===== src/rtl/asc_pkg.sv =====
// Constants and types of the serial control block
package asc_pkg;
    // Register offsets (AHB-Lite bytes)
    localparam logic [7:0] ASC_OFF_CTRL_MODE  = 8'h00;
    localparam logic [7:0] ASC_OFF_STAT_EXT   = 8'h04;
    localparam logic [7:0] ASC_OFF_DATA       = 8'h08;
    localparam logic [7:0] ASC_OFF_BAUD       = 8'h0C;
    // Field positions in the control/mode word
    localparam int ASC_B_SOFT_CLEAR = 15;
    localparam int ASC_B_RX_INT_EN  = 12;
    localparam int ASC_B_TX_INT_EN  = 11;
    localparam int ASC_B_IDLE_INT   = 10;
    localparam int ASC_B_RX_EN      = 9;
    localparam int ASC_B_TX_EN      = 8;
    localparam int ASC_B_MODE_LO    = 5;
    localparam int ASC_B_STOP_LEN   = 3;
    localparam int ASC_B_BIT_ORDER  = 2;
    localparam int ASC_B_SER_OUT_EN = 0;
    // Field positions in the status/extended word
    localparam int ASC_B_RX_ERR_CLR = 15;
    localparam int ASC_B_PARITY_ERR = 13;
    localparam int ASC_B_FLIP       = 5;
    localparam int ASC_B_PAR_EN     = 4;
    localparam int ASC_B_PAR_ODD    = 3;
    // Reset values
    localparam logic [5:0]  ASC_FLAGS_CLEARED = 6'b00_0011;
    localparam logic [7:0]  ASC_CTRL_RESET    = 8'h00;
    localparam logic [7:0]  ASC_MODE_RESET    = 8'h00;
    localparam logic [14:0] ASC_BAUD_RESET    = 15'h0_004;
    // Mode codes
    localparam logic [2:0] ASC_MODE_NORMAL = 3'h0;
    localparam logic [2:0] ASC_MODE_MULTI  = 3'h1;
    localparam logic [2:0] ASC_MODE_SYNC   = 3'h2;
    localparam logic [2:0] ASC_MODE_LIN    = 3'h3;
    localparam logic [2:0] ASC_MODE_TWOW   = 3'h4;
    // Bit-time counter width
    localparam int ASC_BAUD_W = 15;
    typedef enum logic [1:0] {ASC_IDLE, ASC_START, ASC_BITS, ASC_STOP} asc_line_e;
endpackage


===== src/rtl/asc_link_if.sv =====
// Serial link between the device end and the remote end
`timescale 1ns/1ps
interface asc_link_if;
    logic dev_txd;      // Device serial out, remote serial in
    logic rem_txd;      // Remote serial out, device serial in
    logic dev_rts_n;    // Device ready-to-receive, active low request
    modport device (output dev_txd, output dev_rts_n, input rem_txd);
    modport remote (input dev_txd, input dev_rts_n, output rem_txd);
endinterface


===== src/rtl/asc_device.sv =====
// Device end: registers, mode logic and serial engine
// Behaviour
// Mode field picks normal or multiprocessor
// Ninth flag: 1 address, 0 data
// Multiprocessor: no parity, flag every frame
// Software uses word access for data
// Soft clear aborts transfer, keeps settings
// Soft clear reloads and restarts baud counter
// Soft clear sets flags to 000011
// Soft clear drives request-to-send low
// Receive irq: enable and any rx flag
// Transmit irq: enable and tx empty
// Idle irq: enable and line idle
// Start edge falling, rising when flipped
// Rx enable cleared aborts reception
// Reception disabled holds request-to-send low
// Tx enable cleared aborts transmission
// Mode change: soft clear, then new mode
// Disable interrupts before soft clear
// Reserved mode bit reads zero
// Unused control bits ignore writes
// Serial output enable gates data output
// Bit order: 0 LSB, 1 MSB first
`timescale 1ns/1ps
module asc_device
    import asc_pkg::*;
(
    // Clock and reset
    input  wire logic        sys_clk_in,
    input  wire logic        rst_in,
    // AHB-Lite slave
    input  wire logic        hsel_in,
    input  wire logic [7:0]  haddr_in,
    input  wire logic [1:0]  htrans_in,
    input  wire logic        hwrite_in,
    input  wire logic [2:0]  hsize_in,
    input  wire logic [31:0] hwdata_in,
    input  wire logic        hready_in,
    output logic      [31:0] hrdata_out,
    output logic             hreadyout_out,
    output logic             hresp_out,
    // Interrupt requests
    output logic             rx_irq_out,
    output logic             tx_irq_out,
    output logic             idle_irq_out,
    // Serial link
    asc_link_if.device       link
);
    typedef struct packed {
        logic        wr_pend;
        logic [7:0]  wr_addr;
        logic [15:0] ctrl;      // control[15:8], mode[7:0]
        logic [7:0]  ext;       // extended control
        logic [14:0] reload;
        logic [14:0] tx_cnt;
        logic [14:0] rx_cnt;
        logic [5:0]  flags;     // parity, framing, overrun, rx_full, tx_empty, idle
        logic [8:0]  tx_hold;
        logic [8:0]  rx_data;
        asc_line_e   tx_st;
        asc_line_e   rx_st;
        logic [10:0] tx_sh;
        logic [3:0]  tx_n;
        logic [8:0]  rx_sh;
        logic [3:0]  rx_n;
        logic        rx_prev;
        logic        txd;
    } asc_dev_s;

    asc_dev_s st_r, st_nxt;

    // Frame length of payload plus flag bit
    function automatic logic [3:0] asc_bits(input logic multi);
        asc_bits = multi ? 4'h9 : 4'h8;
    endfunction

    logic        multi;
    logic        flip;
    logic        par_on;
    logic        rxd;
    logic        bit_tick_tx;
    logic        bit_tick_rx;
    logic        rd_data;
    logic [31:0] rd_word;
    logic        take;

    // Mode decoding, multiprocessor forces parity off
    assign multi  = (st_r.ctrl[ASC_B_MODE_LO+:3] == ASC_MODE_MULTI);
    assign par_on = st_r.ext[ASC_B_PAR_EN] && !multi;
    assign flip   = st_r.ext[ASC_B_FLIP];
    assign rxd    = link.rem_txd ^ flip;
    assign bit_tick_tx = (st_r.tx_cnt == '0);
    assign bit_tick_rx = (st_r.rx_cnt == '0);
    assign take   = hsel_in && hready_in && htrans_in[1];
    assign rd_data = take && !hwrite_in && (haddr_in == ASC_OFF_DATA);

    // Read mux; unused control bits and reserved mode bits read zero
    always_comb
    begin
        rd_word = 32'h0000_0000;
        unique case (haddr_in)
            ASC_OFF_CTRL_MODE: rd_word = {16'h0000, 1'b0, 2'b00, st_r.ctrl[12:5], 1'b0,
                                          st_r.ctrl[3:2], 1'b0, st_r.ctrl[0]};
            ASC_OFF_STAT_EXT:  rd_word = {16'h0000, 2'b00, st_r.flags, st_r.ext};
            ASC_OFF_DATA:      rd_word = {23'h00_0000, st_r.rx_data};
            ASC_OFF_BAUD:      rd_word = {17'h0_0000, st_r.reload};
            default:           rd_word = 32'h0000_0000;
        endcase
    end

    // Next state of registers, flags and engines
    always_comb
    begin
        logic       clr;
        logic [8:0] wv;
        logic       wr_now;
        logic [3:0] nb;
        clr    = 1'b0;
        wv     = '0;
        wr_now = st_r.wr_pend;
        nb     = asc_bits(multi);
        st_nxt = st_r;
        st_nxt.wr_pend = take && hwrite_in;
        st_nxt.wr_addr = haddr_in;
        st_nxt.rx_prev = rxd;
        st_nxt.tx_cnt  = bit_tick_tx ? st_r.reload : st_r.tx_cnt - 15'h0001;
        st_nxt.rx_cnt  = bit_tick_rx ? st_r.reload : st_r.rx_cnt - 15'h0001;
        // Reading data empties the receive holding register
        if (rd_data)
            st_nxt.flags[2] = 1'b0;
        // Register writes; control bits 14:13 are dropped
        if (wr_now)
        begin
            unique case (st_r.wr_addr)
                ASC_OFF_CTRL_MODE:
                begin
                    st_nxt.ctrl = {1'b0, 2'b00, hwdata_in[12:5], 1'b0,
                                   hwdata_in[3:2], 1'b0, hwdata_in[0]};
                    clr = hwdata_in[ASC_B_SOFT_CLEAR];
                end
                ASC_OFF_STAT_EXT:
                begin
                    st_nxt.ext = hwdata_in[7:0];
                    if (hwdata_in[ASC_B_RX_ERR_CLR])
                        st_nxt.flags[5:3] = 3'b000;
                end
                ASC_OFF_DATA:
                begin
                    // Whole word carries the address/data flag
                    wv = multi ? hwdata_in[8:0] : {1'b0, hwdata_in[7:0]};
                    st_nxt.tx_hold = wv;
                    st_nxt.flags[1:0] = 2'b00;
                end
                ASC_OFF_BAUD:
                begin
                    st_nxt.reload = hwdata_in[14:0];
                    st_nxt.tx_cnt = hwdata_in[14:0];
                    st_nxt.rx_cnt = hwdata_in[14:0];
                end
                default: ;
            endcase
        end
        // Transmit engine
        unique case (st_r.tx_st)
            ASC_IDLE:
            begin
                st_nxt.txd = 1'b1;
                if (st_r.ctrl[ASC_B_TX_EN] && !st_r.flags[1] && !wr_now && bit_tick_tx)
                begin
                    // Order select reverses payload before shifting
                    for (int i = 0; i < 9; i++)
                        st_nxt.tx_sh[i] = st_r.ctrl[ASC_B_BIT_ORDER] ?
                            st_r.tx_hold[(nb - 4'h1 - 4'(i)) % 9] : st_r.tx_hold[i];
                    if (!multi)
                        st_nxt.tx_sh[8] = par_on ? (^st_r.tx_hold[7:0]
                                          ^ st_r.ext[ASC_B_PAR_ODD]) : 1'b1;
                    st_nxt.tx_sh[10:9] = 2'b11;
                    st_nxt.tx_n  = nb + (par_on ? 4'h1 : 4'h0) + 4'h1
                                   + (st_r.ctrl[ASC_B_STOP_LEN] ? 4'h1 : 4'h0);
                    st_nxt.txd   = 1'b0;
                    st_nxt.flags[1] = 1'b1;
                    st_nxt.tx_st = ASC_BITS;
                end
                else if (st_nxt.flags[1])
                    st_nxt.flags[0] = 1'b1; // Data write keeps idle low
            end
            ASC_BITS:
                if (bit_tick_tx)
                begin
                    st_nxt.txd   = st_r.tx_sh[0];
                    st_nxt.tx_sh = {1'b1, st_r.tx_sh[10:1]};
                    st_nxt.tx_n  = st_r.tx_n - 4'h1;
                    if (st_r.tx_n == 4'h0)
                    begin
                        st_nxt.txd   = 1'b1;
                        st_nxt.tx_st = ASC_IDLE;
                    end
                end
            default: st_nxt.tx_st = ASC_IDLE;
        endcase
        if (!st_r.ctrl[ASC_B_TX_EN] && st_r.tx_st != ASC_IDLE)
        begin
            st_nxt.tx_st = ASC_IDLE;
            st_nxt.txd   = 1'b1;
        end
        // Receive engine
        unique case (st_r.rx_st)
            ASC_IDLE:
                // Line already decoded for polarity, so a fall is a start edge
                if (st_r.ctrl[ASC_B_RX_EN] && st_r.rx_prev && !rxd)
                begin
                    st_nxt.rx_cnt = {1'b0, st_r.reload[14:1]}; // Sample mid-bit
                    st_nxt.rx_st  = ASC_START;
                end
            ASC_START:
                if (bit_tick_rx)
                begin
                    st_nxt.rx_st = rxd ? ASC_IDLE : ASC_BITS;
                    st_nxt.rx_n  = nb + (par_on ? 4'h1 : 4'h0);
                    st_nxt.rx_sh = '0;
                end
            ASC_BITS:
                if (bit_tick_rx)
                begin
                    st_nxt.rx_sh = {rxd, st_r.rx_sh[8:1]};
                    st_nxt.rx_n  = st_r.rx_n - 4'h1;
                    if (st_r.rx_n == 4'h1)
                        st_nxt.rx_st = ASC_STOP;
                end
            ASC_STOP:
                if (bit_tick_rx)
                begin
                    st_nxt.rx_st = ASC_IDLE;
                    wv = multi ? st_r.rx_sh : (par_on ? {1'b0, st_r.rx_sh[7:0]}
                                                      : {1'b0, st_r.rx_sh[8:1]});
                    if (st_r.ctrl[ASC_B_BIT_ORDER])
                        for (int i = 0; i < 9; i++)
                            st_nxt.rx_data[i] = (4'(i) < nb) ? wv[nb - 4'h1 - 4'(i)] : 1'b0;
                    else
                        st_nxt.rx_data = wv;
                    if (par_on && (^st_r.rx_sh ^ st_r.ext[ASC_B_PAR_ODD]))
                        st_nxt.flags[5] = 1'b1;
                    if (!rxd)
                        st_nxt.flags[4] = 1'b1;
                    if (st_r.flags[2] && !rd_data)
                        st_nxt.flags[3] = 1'b1;
                    st_nxt.flags[2] = 1'b1;                  // Set wins over read
                end
            default: st_nxt.rx_st = ASC_IDLE;
        endcase
        if (!st_r.ctrl[ASC_B_RX_EN] && st_r.rx_st != ASC_IDLE)
            st_nxt.rx_st = ASC_IDLE;
        // Soft clear: abort, reload counters, fixed flag pattern, keep settings
        if (clr)
        begin
            st_nxt.tx_st  = ASC_IDLE;
            st_nxt.rx_st  = ASC_IDLE;
            st_nxt.txd    = 1'b1;
            st_nxt.tx_cnt = st_r.reload;
            st_nxt.rx_cnt = st_r.reload;
            st_nxt.flags  = ASC_FLAGS_CLEARED;
        end
    end

    // State register
    always_ff @(posedge sys_clk_in)
    begin
        if (rst_in)
        begin
            st_r        <= '0;
            st_r.ctrl   <= {ASC_CTRL_RESET, ASC_MODE_RESET};
            st_r.reload <= ASC_BAUD_RESET;
            st_r.flags  <= ASC_FLAGS_CLEARED;
            st_r.rx_prev <= 1'b1;
            st_r.txd    <= 1'b1;
        end
        else
            st_r <= st_nxt;
    end

    // Bus answers and read data; reads are zero-wait
    always_ff @(posedge sys_clk_in)
    begin
        if (rst_in)
            hrdata_out <= 32'h0000_0000;
        else if (take && !hwrite_in)
            hrdata_out <= rd_word;
    end
    assign hreadyout_out = 1'b1;
    assign hresp_out     = 1'b0;

    // Interrupt requests gated by their enables
    assign rx_irq_out   = st_r.ctrl[ASC_B_RX_INT_EN] && (|st_r.flags[5:2]);
    assign tx_irq_out   = st_r.ctrl[ASC_B_TX_INT_EN] && st_r.flags[1];
    assign idle_irq_out = st_r.ctrl[ASC_B_IDLE_INT] && st_r.flags[0];

    // Line outputs; no flow control, so request stays low
    assign link.dev_txd   = (st_r.ctrl[ASC_B_SER_OUT_EN] ? st_r.txd : 1'b1) ^ flip;
    assign link.dev_rts_n = 1'b0;
endmodule


===== src/flat_wrapper.sv =====
// flat-port wrapper written by rule: the top's interface ports become plain ports
module asc_device_flat import asc_pkg::*;
  (sys_clk_in, rst_in, hsel_in, haddr_in, htrans_in, hwrite_in, hsize_in, hwdata_in, hready_in, hrdata_out, hreadyout_out, hresp_out, rx_irq_out, tx_irq_out, idle_irq_out, link_dev_txd, link_dev_rts_n, link_rem_txd);
  asc_link_if link_i ();
  input  wire logic sys_clk_in;
  input  wire logic rst_in;
  input  wire logic hsel_in;
  input  wire logic [7:0] haddr_in;
  input  wire logic [1:0] htrans_in;
  input  wire logic hwrite_in;
  input  wire logic [2:0] hsize_in;
  input  wire logic [31:0] hwdata_in;
  input  wire logic hready_in;
  output logic      [31:0] hrdata_out;
  output logic hreadyout_out;
  output logic hresp_out;
  output logic rx_irq_out;
  output logic tx_irq_out;
  output logic idle_irq_out;
  output wire logic [$bits(link_i.dev_txd)-1:0] link_dev_txd;
  output wire logic [$bits(link_i.dev_rts_n)-1:0] link_dev_rts_n;
  input wire logic [$bits(link_i.rem_txd)-1:0] link_rem_txd;
  assign link_dev_txd = link_i.dev_txd;
  assign link_dev_rts_n = link_i.dev_rts_n;
  assign link_i.rem_txd = link_rem_txd;
  asc_device u_core (.sys_clk_in(sys_clk_in), .rst_in(rst_in), .hsel_in(hsel_in), .haddr_in(haddr_in), .htrans_in(htrans_in), .hwrite_in(hwrite_in), .hsize_in(hsize_in), .hwdata_in(hwdata_in), .hready_in(hready_in), .hrdata_out(hrdata_out), .hreadyout_out(hreadyout_out), .hresp_out(hresp_out), .rx_irq_out(rx_irq_out), .tx_irq_out(tx_irq_out), .idle_irq_out(idle_irq_out), .link(link_i));
endmodule

===== config.mk =====
export PLATFORM = sky130hd
export DESIGN_NAME = asc_device_flat
export DESIGN_NICKNAME = d
export VERILOG_FILES = /design/src/rtl/asc_pkg.sv /design/src/rtl/asc_link_if.sv /design/src/rtl/asc_device.sv /design/src/flat_wrapper.sv
export SDC_FILE = /design/constraint.sdc
export NUM_CORES = 1
export LEC_CHECK = 0
export BUFFER_PORTS_ARGS = -buffer_cell sky130_fd_sc_hd__buf_2
export CAP_MARGIN = 20
export CELL_PAD_IN_SITES_DETAIL_PLACEMENT = 0
export CELL_PAD_IN_SITES_GLOBAL_PLACEMENT = 1
export CORE_UTILIZATION = 40
export CTS_CLUSTER_SIZE = 40
export DETAILED_ROUTE_END_ITERATION = 10
export PLACE_DENSITY = 0.76
export SYNTH_ARGS = -nofsm -noshare
export SYNTH_HDL_FRONTEND = slang
export SYNTH_SLANG_ARGS = --single-unit
export TNS_END_PERCENT = 100

===== constraint.sdc =====
create_clock -name sys_clk_in -period 2.08 [get_ports sys_clk_in]
set_input_delay 0.208 -clock sys_clk_in [delete_from_list [all_inputs] [get_ports sys_clk_in]]
set_output_delay 0.208 -clock sys_clk_in [all_outputs]
set_load 0.02 [all_outputs]

==> results of run 1 <==
==> final cells by class <==
type,count,area share
multi-input cells,706,0.481
clock buffers,23,0.0526
flip-flops and latches,145,0.313
repair buffers,132,0.103
inverters,19,0.00769
well taps,229,0.0309
clock inverters,6,0.0113
==> timing repair <==
action                     CTS  global route
hold endpoints to repair     2             0
hold buffers                 2             0
setup buffers                0             6
setup endpoints to repair   35            68
pin swaps                    2            22
gates resized for setup      7            36
==> routing by layer <==
metal / global-route usage / wire [µm] / up-vias
met5: 0 / 0 / -
met4: 0.0723 / 272 / 0
met3: 0.0382 / 749 / 18
met2: 0.353 / 9870 / 133
met1: 0.308 / 10300 / 3249
li1: - / - / 3457
==> registers in the layout (all words and copies together), names as in the netlist, named ones only <==
name and flops:
u_core.st_r 128, u_core.hrdata_out 15, u_core.flip 1
==> where the power goes <==
group | leakage [nW] | switching, W | internal [W]
combinational | 2.13 | 0.00153 | 0.00145
sequential | 1.18 | 0.000182 | 0.00301
clock | 0.295 | 0.00113 | 0.00199
total | 3.60 | 0.00284 | 0.00645
==> per-stage QoR <==
step                hold WS, ns  setup WS, ns  TNS (ns)  instance area (µm²)
finish                   0.0161       -0.0288   -0.0288                 9270
global route            0.00170       -0.0969    -0.762                 9270
CTS                     0.00209       -0.0239   -0.0239                 9080
detailed placement        0.433        -0.106     -1.55                 8440
global placement          0.433       -0.0969     -1.18                 8440
floorplan                 0.336       0.00135         0                 7660
==> kinds of logic after synthesis <==
group,after synthesis,share of synthesized area
AOI/OAI and AO/OA,230,0.199
xor gates and xnor gates,35,0.0422
adders and majority gates,12,0.0198
buffers and inverters,101,0.0611
DFF,145,0.383
muxes,55,0.0739
other,2,0.000990
and+or+nand+nor,353,0.220
==> worst paths after layout <==
| kind | from | end | slack (ns) |
|---|---|---|---|
| max | u_core.st_r[68] | u_core.st_r[69] | -0.03 |
| min | haddr_in[6] | u_core.st_r[133] | 0.02 |
| max reg2reg | u_core.st_r[68] | u_core.st_r[69] | -0.03 |
| min reg2reg | u_core.st_r[36] | u_core.st_r[36] | 0.45 |
==> cell usage in the layout (no fill, tap or decap), drive strengths merged, types with 17 or more instances in the layout <==
cell type,synthesis,routed
nand3,31,31
xnor2,25,25
o211ai,26,26
buf,28,130
a311oi,19,19
inv,19,19
conb,2,21
a21oi,60,60
dfxtp,145,145
a31oi,17,17
nand2,127,127
mux2i,47,47
o21ai,43,43
clkbuf,54,23
nor2,113,113
==> worst max-delay path, delay by kind of cell, from the launching register on <==
family	cells	cell delay, ns
AOI/OAI and AO/OA	3	0.83
DFF	1	0.31
and+or+nand+nor	3	0.90
==> qor.csv, run 1 <==
metric,value,unit
status,"complete, but fails checks",
violations,setup timing,
grt_pass1_vias,6416,
crit_chain,or4_4 > nor3_4 > nand3b_4 > a221o_1 > a2111o_1 > a21oi_2,
chipWidth,140,µm
synth.most_common_cell,dfxtp_1,
synthToLayoutAreaGrowth,22.2,%
nets,1084,
syn_inst,933,
cts_tree,done,
port_buffers,49,
power.total,0.00928,W
fin_cells,1260,
htree_levels,4,
row_count,49,
p_leak,3.60,nW
drc,0,
drt_first_pass_iters,4,
gp_congestion,0.855,
syn_area,7580,µm²
final_util,0.507,
peakVddDrop,0.000706,V
antenna_found_initial,0,
powerDensity,1000,nW/µm²
drt_iter0_drc,465,
clock_latency,0.43,ns
cts-root-buf,clkbuf_16,
seq_area,2910,µm²
placed_cells,1223,
yosysWarningCount,0,
die_h,140,µm
end_kind,flop,
fin_crit_sh,1.01,
reg2regPathDepth,6,
die-area,19500,µm²
coreArea,18300,µm²
clock_skew,0.0103,ns
synth.distinct_cells,71,
grt_pass1_wl,34200,µm
worstSetupPathType,flop to flop,
avgSynthCellArea,8.13,µm²
finalHoldViolations,0,
cp-start-kind,flop,
ys_seq_elements,145,
cpPeakStageDelay,0.59,ns
num_io_pins,90,
max_cap_viol_count,0,
initial_core_util,0.415,
worstPathMaxFanout,4,
cts_buffer_depth,2,
max_freq,474,MHz
synth_top_area_share,0.383,
layout_min_cycle_time,2.11,ns
worst_slew_pin_slew,0.600,ns
rsz0062_at_grt,true,
async_flop_share,0,
synth_area_leaders,"dfxtp_1, nand2_1, mux2i_1",
hold_path.class,input port to flop,
synthFlopType,dfxtp_1,
detail_route.vias_per_cell,5.44,
multi_input_area,4460,µm²
max_slew_margin,0.600,
synth-edff-count,0,
cts_buffers,17,
slowest_stage,or4_4,
hold_path_depth,2,
crit_arrival,2.47,ns
grt_max_degree,53,
cts_sinks,145,
via_count,6857,
synth_top_area_cell,dfxtp_1,
drive_above_1_share,0.204,
insertedDiodeCount,0,
maxSlewViolCount,0,
fillers,1792,
grt-ovfl-total,0,
setup_viol,1,
cts.clk_slew.worst_paths,0.06,ns
wirelength,21200,µm
crit_required,2.44,ns
wl_per_cell,16.8,µm
ant_nets,0,
hpwl,15600,µm
grtUsageTotal,0.223,
worst_slack,-0.0288,ns
synth_seq_area_share,0.383,
synthTopCellsByCount,"dfxtp_1, nand2_1, nor2_1",
(Power assumes the default switching activity.)
==> run 2: changes to the inputs <==
Settings changed: SKIP_CTS_REPAIR_TIMING set to 1.
==> run 2 against run 1 <==
Net effect: the run still ends with setup timing left; sequential share of layout area grew 0.14 points; critical path depth is the same; first-iteration DRC count grew 1.7%; clock skew shrank 0.00084 ns; routed wire length shrank 0.26%; clock-buffer cell count is the same; setup slack lost 0.00062 ns; utilization shrank 0.20 points; largest power group unchanged.
==> qor.csv, run 2 (synthesis results as in run 1) <==
metric,value,unit,change
status,"complete, but fails checks",,
violations,setup timing,,
rsz0062_at_grt,true,,
hold_path.class,input port to flop,,
grt-ovfl-total,0,,unchanged
seq_area,2910,µm²,about the same
layout_min_cycle_time,2.11,ns,+0.000620 ns
die-area,19500,µm²,unchanged
grt_max_degree,53,,unchanged
wl_per_cell,16.8,µm,-0.11%
synthToLayoutAreaGrowth,21.8,%,
via_count,6825,,-0.47%
initial_core_util,0.415,,unchanged
wirelength,21200,µm,-0.26%
mostFrequentLayoutCells,"dfxtp_1, nand2_1, nor2_1",,
hpwl,15600,µm,unchanged
largest_reg_flops,128,,unchanged
cp-start-kind,flop,,
chipWidth,140,µm,unchanged
reg2regPathDepth,6,,unchanged
finalHoldViolations,0,,unchanged
hp-start,rst_in,,
cts_tree,done,,
fillers,1797,,+0.28%
placed_area,8440,µm²,unchanged
grt_pass1_wl,34100,µm,-0.26%
nets,1082,,-0.18%
peakVddDrop,0.000708,V,+0.24%
fin_cells,1258,,-0.16%
crit_required,2.44,ns,about the same
min_to,u_core.st_r[133],,
regMostFlops,u_core.st_r,,
maxSlewViolCount,0,,unchanged
drt_iter0_drc,473,,+1.7%
worstSetupPathType,flop to flop,,
gp_congestion,0.855,,unchanged
grtUsageTotal,0.223,,-0.000592
coreArea,18300,µm²,unchanged
ant_nets,0,,unchanged
layout_commonest_cell,dfxtp_1,,
ff2ff_setup_slack,-0.03,ns,about the same
final_util,0.505,,-0.00199
r2r_end,u_core.st_r[69],,
reg2reg_from,u_core.st_r[68],,
p_leak,3.59,nW,-0.18%
cts_buffer_depth,2,,unchanged
worst_slew_pin_slew,0.593,ns,-0.00767 ns
grt_pass1_vias,6400,,-0.25%
crit_arrival,2.47,ns,about the same
die_h,140,µm,unchanged
clock_latency,0.43,ns,about the same
max_freq,474,MHz,about the same
drive_above_1_share,0.206,,+0.00234
placed_cells,1223,,unchanged
cts_buffers,17,,unchanged
cts-root-buf,clkbuf_16,,
stdcell_area,9230,µm²,-0.39%
row_count,49,,unchanged
drc,0,,unchanged
antenna_found_initial,0,,unchanged
multi_input_area,4440,µm²,-0.31%
port_buffers,49,,unchanged
cts_sinks,145,,unchanged
hold_path_depth,2,,unchanged
cts.clk_slew.worst_paths,0.06,ns,about the same
insertedDiodeCount,0,,unchanged
drt_first_pass_iters,5,,+1
num_io_pins,90,,unchanged
powerDensity,1010,nW/µm²,+0.59%
max_cap_viol_count,0,,unchanged
fin_crit_sh,1.01,,about the same
max_slew_margin,0.605,,+0.00511
setup_viol,1,,unchanged
worstPathMaxFanout,4,,unchanged
detail_route.vias_per_cell,5.43,,-0.31%
worst_slack,-0.0295,ns,-0.000620 ns
hold_ws,0.000561,ns,-0.0155 ns
end_kind,flop,,
clock_skew,0.00950,ns,-0.000845 ns
htree_levels,4,,unchanged
[run 2: critical path, stage by stage (launching register included)]
cell	delay [ns]
dfxtp_1	0.31
or4_4	0.59
nor3_4	0.20
nand3b_4	0.11
a221o_1	0.32
a2111o_1	0.38
a21oi_2	0.13
[run 2: worst max-delay path by stage]
stage                     start         endpoint  depth (start not counted)  slack [ns]
4_1_cts        u_core.st_r[132]  u_core.st_r[60]                          7       -0.12
3_5_place_dp   u_core.st_r[132]  u_core.st_r[60]                          7       -0.11
2_1_floorplan   u_core.st_r[68]  u_core.st_r[69]                          6       0.001
3_3_place_gp   u_core.st_r[132]  u_core.st_r[59]                          7        -0.1
5_1_grt         u_core.st_r[59]  u_core.st_r[69]                          8       -0.09
6_report        u_core.st_r[68]  u_core.st_r[69]                          6       -0.03
[run 2: per-layer routing]
layer / GRT usage / vias up / part of all wire
li1: - / 3449 / -
met1: 0.307 / 3223 / 0.49
met2: 0.352 / 132 / 0.47
met3: 0.0382 / 21 / 0.034
met4: 0.0723 / 0 / 0.014
met5: 0 / - / 0
[run 2: power breakdown]
part	leakage (nW)	switching [W]	total (W)	internal, W
sequential	1.18	0.000185	0.00320	0.00301
clock	0.295	0.00113	0.00311	0.00199
combinational	2.12	0.00153	0.00299	0.00146
total	3.59	0.00284	0.00930	0.00646
[run 2: layout make-up]
class | count | share of cell area
clock inverters | 6 | 0.0114
multi-input cells | 706 | 0.481
inverters | 19 | 0.00772
repair buffers | 130 | 0.101
flip-flops and latches | 145 | 0.315
clock buffers | 23 | 0.0529
well taps | 229 | 0.0310
[run 2: stage by stage]
step / power, W / setup TNS [ns] / worst slack, ns
2_1_floorplan: 0.00515 / 0 / 0.00135
3_3_place_gp: 0.00594 / -1.18 / -0.0969
3_5_place_dp: 0.00595 / -1.55 / -0.106
4_1_cts: 0.00908 / -2.12 / -0.124
5_1_grt: 0.00979 / -0.306 / -0.0902
6_report: 0.00930 / -0.0295 / -0.0295
